<file path="src/core/fss_pkg.sv">
`default_nettype none
package fss_pkg;
   // clock and task tick
   localparam int unsigned CLK_HZ = 40_000_000;
   localparam int unsigned TICK_MS = 10;
   localparam int unsigned TICK_CYCLES_DEF = CLK_HZ / 1000 * TICK_MS;

   // stage timing in milliseconds and derived tick counts (least times round up)
   localparam int unsigned QUAL_MS = 80;
   localparam int unsigned START_DELAY_MS = 60;
   localparam int unsigned STABLE_MS = 80;
   localparam int unsigned SETTING_STEP_MS = 20;
   localparam logic [7:0] QUAL_TICKS = 8'((QUAL_MS + TICK_MS - 1) / TICK_MS);
   localparam logic [7:0] START_TICKS = 8'((START_DELAY_MS + TICK_MS - 1) / TICK_MS);
   localparam logic [7:0] STABLE_TICKS = 8'((STABLE_MS + TICK_MS - 1) / TICK_MS);
   localparam int unsigned STEP_TICKS = (SETTING_STEP_MS + TICK_MS - 1) / TICK_MS;

   // settings: slope in 0.1 Hz/s, delays in 0.02 s, input slope in 0.01 Hz/s
   localparam logic [6:0] SLOPE_MIN = 7'h02;
   localparam logic [6:0] SLOPE_MAX = 7'h64;
   localparam logic [6:0] LOW_SLOPE_SET = 7'h07;
   localparam int unsigned SLOPE_INPUT_RATIO = 10;
   localparam logic [9:0] DELAY_MIN = 10'h007;
   localparam logic [9:0] DELAY_MAX = 10'h1F4;
   localparam int unsigned LOW_BASE_TICKS_DEF = 20;
   localparam int unsigned LOW_STEP_TICKS_DEF = 6;
   localparam int unsigned GROUPS = 4;

   // register byte addresses
   localparam logic [7:0] ADDR_CTRL = 8'h00;
   localparam logic [7:0] ADDR_LOW_VOLTAGE_BLOCK_LIMIT = 8'h04;
   localparam logic [7:0] ADDR_STATUS = 8'h08;
   localparam logic [7:0] ADDR_IRQ_STAT = 8'h0C;
   localparam logic [7:0] ADDR_IRQ_CLR = 8'h10;
   localparam logic [7:0] ADDR_IRQ_EN = 8'h14;
   localparam logic [7:0] ADDR_GROUP_BASE = 8'h20;

   // field positions and reset values
   localparam int unsigned CTRL_EN_BIT = 0;
   localparam int unsigned CTRL_GRP_LSB = 1;
   localparam logic [2:0] CTRL_RESET = 3'h0;
   localparam logic [6:0] LOW_VOLTAGE_BLOCK_LIMIT_RESET = 7'h0A;
   localparam int unsigned LV_SCALE = 10;
   localparam logic [2:0] IRQ_EN_RESET = 3'h0;
   localparam logic [1:0] RESP_OKAY = 2'h0;
   localparam logic [1:0] RESP_SLVERR = 2'h2;

   typedef logic [7:0] fss_addr_t;
   typedef logic signed [15:0] fss_slope_t;
   typedef logic [10:0] fss_volt_t;

   typedef struct packed {
      logic [9:0] t_min;
      logic [9:0] t_op;
      logic [6:0] slope;
   } fss_group_t;

   localparam fss_group_t GROUP_RESET = '{t_min: 10'h01E, t_op: 10'h01E, slope: 7'h05};

   typedef struct packed {
      logic blocked;
      logic trip;
      logic start;
   } fss_events_t;

   typedef enum logic [2:0] {
      ST_IDLE = 3'b000,
      ST_QUAL = 3'b001,
      ST_DELAY = 3'b010,
      ST_RUN = 3'b011,
      ST_TRIP = 3'b100
   } fss_state_t;
endpackage
`default_nettype wire

</file>
<file path="src/core/fss_freq_slope_stage.sv">
// The AXI4-Lite interface to the registers and the register addresses were decided locally.
`timescale 1ns/10ps
`default_nettype none
// Operation
// - start sequence begins after |slope| exceeds setting for 80 ms continuously
// - start output asserts a further fixed 60 ms later
// - at operate delay, trip only if average slope since start exceeds setting
// - minimum delay equal to operate delay gives definite-time decision
// - reset when slope stable 80 ms and operate delay passed without trip
// - no release on slope fluctuation; average keeps accumulating from start
// - dependent mode trip time is setting times delay over average slope
// - dependent trip time never below the minimum delay setting
// - slope setting 0.2 to 10.0 Hz/s in 0.1 Hz/s steps
// - delay settings 0.14 s to 10.00 s in 0.02 s steps
// - slope settings below 0.7 Hz/s raise the least operate time
// - four setting groups, each with slope, operate and minimum delay
// - blocked by the common low-voltage block limit of frequency stages
// - block while largest line-to-line voltage is below limit percentage
module fss_freq_slope_stage #(
   parameter int unsigned TICK_CYCLES = fss_pkg::TICK_CYCLES_DEF,
   parameter int unsigned LOW_BASE_TICKS = fss_pkg::LOW_BASE_TICKS_DEF,
   parameter int unsigned LOW_STEP_TICKS = fss_pkg::LOW_STEP_TICKS_DEF
) (
   input wire logic aclk,
   input wire logic aresetn,
   input wire fss_pkg::fss_addr_t s_axi_awaddr,
   input wire logic s_axi_awvalid,
   output logic s_axi_awready,
   input wire logic [31:0] s_axi_wdata,
   input wire logic [3:0] s_axi_wstrb,
   input wire logic s_axi_wvalid,
   output logic s_axi_wready,
   output logic [1:0] s_axi_bresp,
   output logic s_axi_bvalid,
   input wire logic s_axi_bready,
   input wire fss_pkg::fss_addr_t s_axi_araddr,
   input wire logic s_axi_arvalid,
   output logic s_axi_arready,
   output logic [31:0] s_axi_rdata,
   output logic [1:0] s_axi_rresp,
   output logic s_axi_rvalid,
   input wire logic s_axi_rready,
   input wire fss_pkg::fss_slope_t freq_slope,
   input wire fss_pkg::fss_volt_t volt_ab,
   input wire fss_pkg::fss_volt_t volt_bc,
   input wire fss_pkg::fss_volt_t volt_ca,
   output logic start_out,
   output logic trip_out,
   output logic irq
);
   import fss_pkg::*;

   generate
      if (LOW_BASE_TICKS + 6 * LOW_STEP_TICKS > 3000) begin : g_bad_low
         $error("low-slope bound does not fit the elapsed counter");
      end
   endgenerate

   logic tick;

   fss_tick_divider #(
      .DIV(TICK_CYCLES)
   ) u_tick (
      .aclk(aclk),
      .aresetn(aresetn),
      .tick(tick)
   );

   // register state
   logic [2:0] ctrl_q;
   logic [6:0] low_voltage_block_limit_q;
   logic [2:0] irq_en_q;
   fss_events_t irq_stat_q;
   fss_group_t grp_q [GROUPS];
   fss_addr_t awaddr_q;
   logic [31:0] wdata_q;
   logic [3:0] wstrb_q;

   // stage state
   fss_state_t state_q;
   logic [7:0] ph_q;
   logic [7:0] stab_q;
   logic [11:0] n_q;
   logic [31:0] sum_q;
   logic blocked_q;
   logic start_dly_q;
   logic trip_dly_q;

   // write path decode
   wire logic do_write = !s_axi_awready && !s_axi_wready && !s_axi_bvalid;
   wire logic [31:0] wmask = {{8{wstrb_q[3]}}, {8{wstrb_q[2]}}, {8{wstrb_q[1]}}, {8{wstrb_q[0]}}};
   wire logic [31:0] wmasked = wdata_q & wmask;
   wire logic wr_ctrl = (awaddr_q == ADDR_CTRL);
   wire logic wr_low_voltage_block_limit = (awaddr_q == ADDR_LOW_VOLTAGE_BLOCK_LIMIT);
   wire logic wr_clr = (awaddr_q == ADDR_IRQ_CLR);
   wire logic wr_en = (awaddr_q == ADDR_IRQ_EN);
   wire logic wr_grp = ({awaddr_q[7:4], 4'h0} == ADDR_GROUP_BASE) && (awaddr_q[1:0] == 2'b00);
   wire logic wr_ro = (awaddr_q == ADDR_STATUS) || (awaddr_q == ADDR_IRQ_STAT);
   wire logic wr_hit = wr_ctrl || wr_low_voltage_block_limit || wr_clr || wr_en || wr_grp || wr_ro;
   wire logic [1:0] wr_idx = awaddr_q[3:2];
   wire logic [31:0] ctrl_new = ({29'h0, ctrl_q} & ~wmask) | wmasked;
   wire logic [31:0] low_voltage_block_limit_new = ({25'h0, low_voltage_block_limit_q} & ~wmask) | wmasked;
   wire logic [31:0] en_new = ({29'h0, irq_en_q} & ~wmask) | wmasked;
   wire logic [31:0] grp_new = ({5'h0, grp_q[wr_idx]} & ~wmask) | wmasked;
   wire fss_events_t irq_clr = (do_write && wr_clr) ? fss_events_t'(wmasked[2:0]) : '0;

   // active group with settings held inside their ranges
   wire fss_group_t grp_sel = grp_q[ctrl_q[CTRL_GRP_LSB +: 2]];
   wire logic [6:0] sset = (grp_sel.slope < SLOPE_MIN) ? SLOPE_MIN :
                           (grp_sel.slope > SLOPE_MAX) ? SLOPE_MAX : grp_sel.slope;
   wire logic [9:0] top_c = (grp_sel.t_op < DELAY_MIN) ? DELAY_MIN :
                            (grp_sel.t_op > DELAY_MAX) ? DELAY_MAX : grp_sel.t_op;
   wire logic [9:0] minimum_trip_delay_r = (grp_sel.t_min < DELAY_MIN) ? DELAY_MIN :
                             (grp_sel.t_min > DELAY_MAX) ? DELAY_MAX : grp_sel.t_min;
   // minimum above operate delay falls back to definite time
   wire logic [9:0] minimum_trip_delay_c = (minimum_trip_delay_r > top_c) ? top_c : minimum_trip_delay_r;
   wire logic [11:0] top_ticks = 12'(32'(top_c) * STEP_TICKS);
   wire logic [11:0] minimum_trip_delay_ticks = 12'(32'(minimum_trip_delay_c) * STEP_TICKS);
   wire logic [11:0] low_bound = (sset < LOW_SLOPE_SET) ?
      12'(LOW_BASE_TICKS + 32'(LOW_SLOPE_SET - sset) * LOW_STEP_TICKS) : 12'h000;
   wire logic [11:0] win_lo = (low_bound > minimum_trip_delay_ticks) ? low_bound : minimum_trip_delay_ticks;
   wire logic [11:0] win_hi = (win_lo > top_ticks) ? win_lo : top_ticks;
   wire logic [10:0] sset10 = 11'(32'(sset) * SLOPE_INPUT_RATIO);

   // low-voltage block against the shared limit
   wire fss_volt_t vmax_ab = (volt_ab > volt_bc) ? volt_ab : volt_bc;
   wire fss_volt_t vmax = (vmax_ab > volt_ca) ? vmax_ab : volt_ca;
   wire fss_volt_t lv_limit = 11'(32'(low_voltage_block_limit_q) * LV_SCALE);
   wire logic blocked_now = (vmax < lv_limit);
   wire logic hold_idle = blocked_now || !ctrl_q[CTRL_EN_BIT];

   // per-tick measurement and decision terms
   wire logic [15:0] mag = freq_slope[15] ? 16'(-freq_slope) : 16'(freq_slope);
   wire logic excess = (mag > 16'(sset10));
   wire logic [31:0] sum_n = sum_q + 32'(mag);
   wire logic [11:0] n_n = (n_q == 12'hFFF) ? n_q : n_q + 12'h001;
   wire logic [7:0] stab_n = excess ? 8'h00 : ((stab_q == 8'hFF) ? stab_q : stab_q + 8'h01);
   wire logic [7:0] ph_n = ph_q + 8'h01;
   wire logic [31:0] avg_ref = 32'(sset10) * 32'(n_n);
   wire logic [31:0] prod_ref = 32'(sset10) * 32'(top_ticks);
   wire logic avg_above = (sum_n > avg_ref);
   // sum over n ticks equals elapsed time times average slope
   wire logic prod_ok = (sum_n >= prod_ref);
   wire logic in_window = (n_n >= win_lo) && (n_n <= win_hi);
   wire logic trip_cond = in_window && avg_above && (prod_ok || (n_n >= top_ticks));
   wire logic rel_cond = (n_q > win_hi) && (stab_n >= STABLE_TICKS);

   // read path decode
   wire fss_addr_t ra = s_axi_araddr;
   wire logic rd_grp = ({ra[7:4], 4'h0} == ADDR_GROUP_BASE) && (ra[1:0] == 2'b00);
   wire logic rd_hit = rd_grp || (ra == ADDR_CTRL) || (ra == ADDR_LOW_VOLTAGE_BLOCK_LIMIT) || (ra == ADDR_STATUS) ||
                       (ra == ADDR_IRQ_STAT) || (ra == ADDR_IRQ_CLR) || (ra == ADDR_IRQ_EN);
   wire logic [31:0] status_word = {26'h0, state_q, blocked_q, trip_out, start_out};
   wire logic [31:0] rd_data = rd_grp ? {5'h0, grp_q[ra[3:2]]} :
                               (ra == ADDR_CTRL) ? {29'h0, ctrl_q} :
                               (ra == ADDR_LOW_VOLTAGE_BLOCK_LIMIT) ? {25'h0, low_voltage_block_limit_q} :
                               (ra == ADDR_STATUS) ? status_word :
                               (ra == ADDR_IRQ_STAT) ? {29'h0, irq_stat_q} :
                               (ra == ADDR_IRQ_EN) ? {29'h0, irq_en_q} : 32'h0;

   // interrupt events, set wins over clear
   wire fss_events_t ev = '{blocked: blocked_now && !blocked_q,
                            trip: trip_out && !trip_dly_q,
                            start: start_out && !start_dly_q};
   wire fss_events_t irq_stat_d = (irq_stat_q & ~irq_clr) | ev;

   // axi write channel
   always_ff @(posedge aclk) begin
      if (!aresetn) begin
         s_axi_awready <= 1'b1;
         s_axi_wready <= 1'b1;
         s_axi_bvalid <= 1'b0;
         s_axi_bresp <= RESP_OKAY;
         awaddr_q <= '0;
         wdata_q <= '0;
         wstrb_q <= '0;
      end else begin
         if (s_axi_awvalid && s_axi_awready) begin
            awaddr_q <= s_axi_awaddr;
            s_axi_awready <= 1'b0;
         end
         if (s_axi_wvalid && s_axi_wready) begin
            wdata_q <= s_axi_wdata;
            wstrb_q <= s_axi_wstrb;
            s_axi_wready <= 1'b0;
         end
         if (do_write) begin
            s_axi_bvalid <= 1'b1;
            s_axi_bresp <= wr_hit ? RESP_OKAY : RESP_SLVERR;
         end
         if (s_axi_bvalid && s_axi_bready) begin
            s_axi_bvalid <= 1'b0;
            s_axi_awready <= 1'b1;
            s_axi_wready <= 1'b1;
         end
      end
   end

   // axi read channel
   always_ff @(posedge aclk) begin
      if (!aresetn) begin
         s_axi_arready <= 1'b1;
         s_axi_rvalid <= 1'b0;
         s_axi_rdata <= '0;
         s_axi_rresp <= RESP_OKAY;
      end else if (s_axi_arvalid && s_axi_arready) begin
         s_axi_arready <= 1'b0;
         s_axi_rvalid <= 1'b1;
         s_axi_rdata <= rd_data;
         s_axi_rresp <= rd_hit ? RESP_OKAY : RESP_SLVERR;
      end else if (s_axi_rvalid && s_axi_rready) begin
         s_axi_rvalid <= 1'b0;
         s_axi_arready <= 1'b1;
      end
   end

   // software registers
   always_ff @(posedge aclk) begin
      if (!aresetn) begin
         ctrl_q <= CTRL_RESET;
         low_voltage_block_limit_q <= LOW_VOLTAGE_BLOCK_LIMIT_RESET;
         irq_en_q <= IRQ_EN_RESET;
         for (int i = 0; i < GROUPS; i++) begin
            grp_q[i] <= GROUP_RESET;
         end
      end else if (do_write) begin
         if (wr_ctrl) ctrl_q <= ctrl_new[2:0];
         if (wr_low_voltage_block_limit) low_voltage_block_limit_q <= low_voltage_block_limit_new[6:0];
         if (wr_en) irq_en_q <= en_new[2:0];
         if (wr_grp) grp_q[wr_idx] <= fss_group_t'(grp_new[26:0]);
      end
   end

   // interrupt status and output
   always_ff @(posedge aclk) begin
      if (!aresetn) begin
         irq_stat_q <= '0;
         irq <= 1'b0;
         blocked_q <= 1'b0;
         start_dly_q <= 1'b0;
         trip_dly_q <= 1'b0;
      end else begin
         irq_stat_q <= irq_stat_d;
         irq <= |(irq_stat_d & irq_en_q);
         blocked_q <= blocked_now;
         start_dly_q <= start_out;
         trip_dly_q <= trip_out;
      end
   end

   // stage sequencer, stepping once per task tick
   always_ff @(posedge aclk) begin
      if (!aresetn || hold_idle) begin
         state_q <= ST_IDLE;
         ph_q <= '0;
         stab_q <= '0;
         n_q <= '0;
         sum_q <= '0;
         start_out <= 1'b0;
         trip_out <= 1'b0;
      end else if (tick) begin
         case (state_q)
            ST_IDLE: begin
               if (excess) begin
                  state_q <= ST_QUAL;
                  ph_q <= 8'h01;
               end
            end
            ST_QUAL: begin
               if (!excess) begin
                  state_q <= ST_IDLE;
                  ph_q <= '0;
               end else if (ph_n >= QUAL_TICKS) begin
                  state_q <= ST_DELAY;
                  ph_q <= '0;
                  sum_q <= '0;
                  n_q <= '0;
                  stab_q <= '0;
               end else begin
                  ph_q <= ph_n;
               end
            end
            ST_DELAY: begin
               sum_q <= sum_n;
               n_q <= n_n;
               stab_q <= stab_n;
               if (ph_n >= START_TICKS) begin
                  state_q <= ST_RUN;
                  start_out <= 1'b1;
               end else begin
                  ph_q <= ph_n;
               end
            end
            ST_RUN: begin
               sum_q <= sum_n;
               n_q <= n_n;
               stab_q <= stab_n;
               if (trip_cond) begin
                  state_q <= ST_TRIP;
                  trip_out <= 1'b1;
               end else if (rel_cond) begin
                  state_q <= ST_IDLE;
                  start_out <= 1'b0;
                  ph_q <= '0;
                  stab_q <= '0;
                  n_q <= '0;
                  sum_q <= '0;
               end
            end
            ST_TRIP: begin
               stab_q <= stab_n;
               if (stab_n >= STABLE_TICKS) begin
                  state_q <= ST_IDLE;
                  start_out <= 1'b0;
                  trip_out <= 1'b0;
                  ph_q <= '0;
                  stab_q <= '0;
                  n_q <= '0;
                  sum_q <= '0;
               end
            end
            default: begin
               state_q <= ST_IDLE;
            end
         endcase
      end
   end
endmodule // fss_freq_slope_stage
`default_nettype wire

</file>
<file path="src/core/fss_tick_divider.sv">
`timescale 1ns/10ps
`default_nettype none
module fss_tick_divider #(
   parameter int unsigned DIV = 400000
) (
   input wire logic aclk,
   input wire logic aresetn,
   output logic tick
);
   localparam int unsigned CW = (DIV > 1) ? $clog2(DIV) : 1;
   localparam logic [CW-1:0] LAST = CW'(DIV - 1);

   generate
      if (DIV < 2) begin : g_bad_div
         $error("tick divider needs DIV of at least 2");
      end
   endgenerate

   logic [CW-1:0] cnt_q;
   wire logic wrap = (cnt_q == LAST);

   always_ff @(posedge aclk) begin
      if (!aresetn) begin
         cnt_q <= '0;
         tick <= 1'b0;
      end else begin
         cnt_q <= wrap ? '0 : cnt_q + 1'b1;
         tick <= wrap;
      end
   end
endmodule // fss_tick_divider
`default_nettype wire
</file>
<file path="config.mk">
export PLATFORM = sky130hd
export DESIGN_NAME = fss_freq_slope_stage
export DESIGN_NICKNAME = d
export VERILOG_FILES = /design/src/core/fss_pkg.sv /design/src/core/fss_freq_slope_stage.sv /design/src/core/fss_tick_divider.sv
export SDC_FILE = /design/constraint.sdc
export NUM_CORES = 1
export LEC_CHECK = 0
export ABC_AREA = 1
export BUFFER_PORTS_ARGS = -buffer_cell sky130_fd_sc_hd__buf_2
export CAP_MARGIN = 20
export CORE_ASPECT_RATIO = 0.9
export CORE_UTILIZATION = 30
export CTS_CLUSTER_DIAMETER = 80
export DETAILED_ROUTE_END_ITERATION = 6
export GPL_ROUTABILITY_DRIVEN = 0
export GPL_TIMING_DRIVEN = 0
export PLACE_DENSITY_LB_ADDON = 0.05
export SETUP_SLACK_MARGIN = 0.4
export SYNTH_ARGS = -nofsm -noshare
export SYNTH_HDL_FRONTEND = slang
export SYNTH_SLANG_ARGS = --single-unit
</file>
<file path="constraint.sdc">
create_clock -name aclk -period 13.1 [get_ports aclk]
set_clock_uncertainty 0.1 [all_clocks]
set_input_delay 0.655 -clock aclk [delete_from_list [all_inputs] [get_ports aclk]]
set_output_delay 0.655 -clock aclk [all_outputs]
set_load 0.02 [all_outputs]
</file>
==> results.toml <==
[run_status]
status = "finished with violations"
violations = "DRC"

[clock_network]
clock-sinks = 290
cts_htree_levels = 2
clk_latency_ps = 590
clk_pin_slew_ps = 60
clk_path_buf_depth = 3
cts_resized = 3
cts_tree = "built"
cts-root-buf = "clkbuf_16"
cts_made_buffers = 39
cts_setup_buffers = 0
postCtsHoldBufs = 0

[synthesis]
synth-simple-area-share = 0.2290
synth_area_leaders = "ha_1, dfxtp_1, edfxtp_1"
synthTopCellsByCount = "nand2_1, inv_1, nor2_1"
yosysSeqAreaShare = 0.2445
synth_most_common_cell = "nand2_1"
syn-cell-area_um2 = 28170
synth_cell_types = 64
syn_inst = 3886
synth_top_area_share = 0.1395
yosys.area.top_type = "ha_1"
synth_edf_count = 108
synth_ff_type = "dfxtp_1"
synthAdderAreaFrac = 0.2411
yosysWarnings = 0
ys_async_sr_fraction = 0
synth_top_family_by_area = "adder cells"
syn_area_per_cell_um2 = 7.248
synthXorXnorAreaFrac = 0.03292
synth_seq_cells = 290
synth_compound_area_frac = 0.1503
muxShareOfSynthArea = 0.0003554

[placement]
dpl_cell_area_um2 = 30690
portBuffers = 139
dpl.cell_count = 5299
dpl.hpwl_um = 85290

[route]
antenna_left = 0
first_pass_iters = 7
drc = 3
num_vias = 26456
drt-total-wl_um = 107200
wl_per_cell_um = 19.95
drt_iter0_markers = 1723
via_per_inst = 4.927

[sta]
hold_slack_ps = 216.3
rsz0062_at_grt = "no"
max_freq_ghz = 0.08481
hold_viol_final = 0
fin_crit_ps = 11790
period_share = 0.9001
slew_headroom = 0.1880
worstMarginPinSlew_ps = 1214
setup_tns_ps = 0
setup_violations = 0
slew_violations = 0

[critical_path]
crit_family = "adder cells"
cp-end-kind = "flip-flop"
crit_path_start_kind = "flip-flop"
cp_max_fo = 11
slowest_stage = "fa_1"
max_stage_delay_ps = 570
required_ps = 13470
critPathArrivalTime_ps = 12160
critPathBufInv = 10
crit_path_frequent_cell = "nand2_1"
critPathKind = "flip-flop to flip-flop"

[layout]
num_antenna_cells = 0
design_area_um2 = 32130
nets = 4664
area_growth_pct = 14.06
stdcell_count = 5370
postLayoutCoreUtil = 0.3456
fill_cells = 10156
drive_gt1_frac = 0.07970

[grt]
grt_antenna_before_repair = 2
track_usage = 0.2240
grt_pass1_wl_um = 162200
grt_max_degree = 19
grt_pass1_vias = 25828
gr-total-overflow = 0

[floorplanning]
core_area_um2 = 92970
start_util = 0.3029
die_h_um = 292.7
die-area_um2 = 95120
io_pins = 152
chipWidth_um = 325.0
rows = 106

[pwr]
power_leakage_nw = 15.09
p_per_area_nw_per_um2 = 139.1
ir_drop_v = 0.0002148

[worst_hold_path]
hp-class = "input port to flip-flop"

[flow_run]
drv_cap = 0
==> worst paths after layout <==
check | cells past startpoint | from | slack (ps) | endpoint
max | 52 | flip-flop | 1310 | ph_q[1]
min | 3 | s_axi_wdata[26] | 220 | wdata_q[26]
max reg2reg | 52 | flip-flop | 1310 | ph_q[1]
min reg2reg | 1 | u_tick.cnt_q[0] | 350 | u_tick.cnt_q[0]
==> cell usage in the layout (no fill, tap or decap), types with 11 or more instances in the layout <==
master	count
a211oi_1	16
a21oi_1	291
buf_2	153
buf_4	17
clkbuf_1	85
clkbuf_16	41
clkinv_1	14
conb_1	25
dfxtp_1	182
edfxtp_1	108
fa_1	143
ha_1	314
inv_1	565
nand2_1	797
nand2_2	12
nand3_1	146
nand4_1	43
nor2_1	425
nor3_1	77
nor4_1	13
o2111ai_1	11
o211ai_1	21
o21a_1	12
o21ai_0	278
o21ai_1	15
o221ai_1	11
o22ai_1	29
xnor2_1	26
xor2_1	76
==> cell type report <==
type,count,area (um2),share of cell area
Clock buffer,54,1165,0.03626
Tap cell,1242,1554,0.04837
Multi-Input combinational cell,2897,18600,0.5789
Inverter,589,2213,0.06889
Clock inverter,16,188.9,0.005881
Sequential cell,290,6887,0.2144
Timing Repair Buffer,149,862.1,0.02683
Buffer,133,658.1,0.02049
==> metrics by stage <==
step | power [mW] | setup slack (ps)
after floorplan | 2.509 | 3417
after global placement | 3.315 | 28.03
after detailed placement | 3.306 | 62.61
after CTS | 4.469 | 490.5
after global routing | 4.867 | 482.4
final | 4.469 | 1309
==> state kept, by name, indices dropped and copies added, names as in the netlist, 4 cells and up, named ones only <==
signal and count:
awaddr_q 8, grp_q 108, n_q 12, ph_q 8, s_axi_rdata 27, stab_q 8
sum_q 32, u_tick.cnt_q 19, wdata_q 27, wstrb_q 4
==> worst register-to-register path, delay by kind of cell, from the launching register on <==
kind            cells  cell delay [ps]
compound gates     10             2020
xor+xnor            1              170
fa+ha+maj          10             4240
buf+inv            10             1590
flops               1              310
simple gates       21             3280
==> power breakdown <==
group          leakage [nW]  switching, mW  internal [mW]
sequential             2.45         0.0207          0.957
combinational          12.0           1.56          0.797
clock                 0.673          0.453          0.685
total                  15.1           2.03           2.44
==> cell families (layout without fill, tap and decap cells) <==
logic type / after synthesis / after routing
fa+ha+maj: 457 / 457
simple gates: 1552 / 1552
mux: 1 / 1
xor+xnor: 105 / 105
flops: 290 / 290
compound gates: 757 / 757
buf+inv: 722 / 941
other cells: 2 / 25
==> routing by layer <==
| metal | track usage | wire (um) | up-vias |
|---|---|---|---|
| met5 | 0 | 0 | - |
| met4 | 0.04153 | 1716 | 0 |
| met3 | 0.02939 | 5784 | 101 |
| met2 | 0.3338 | 44030 | 640 |
| met1 | 0.3418 | 55620 | 12546 |
| li1 | - | - | 13169 |
Note: power is estimated with default switching activity, not from simulation.
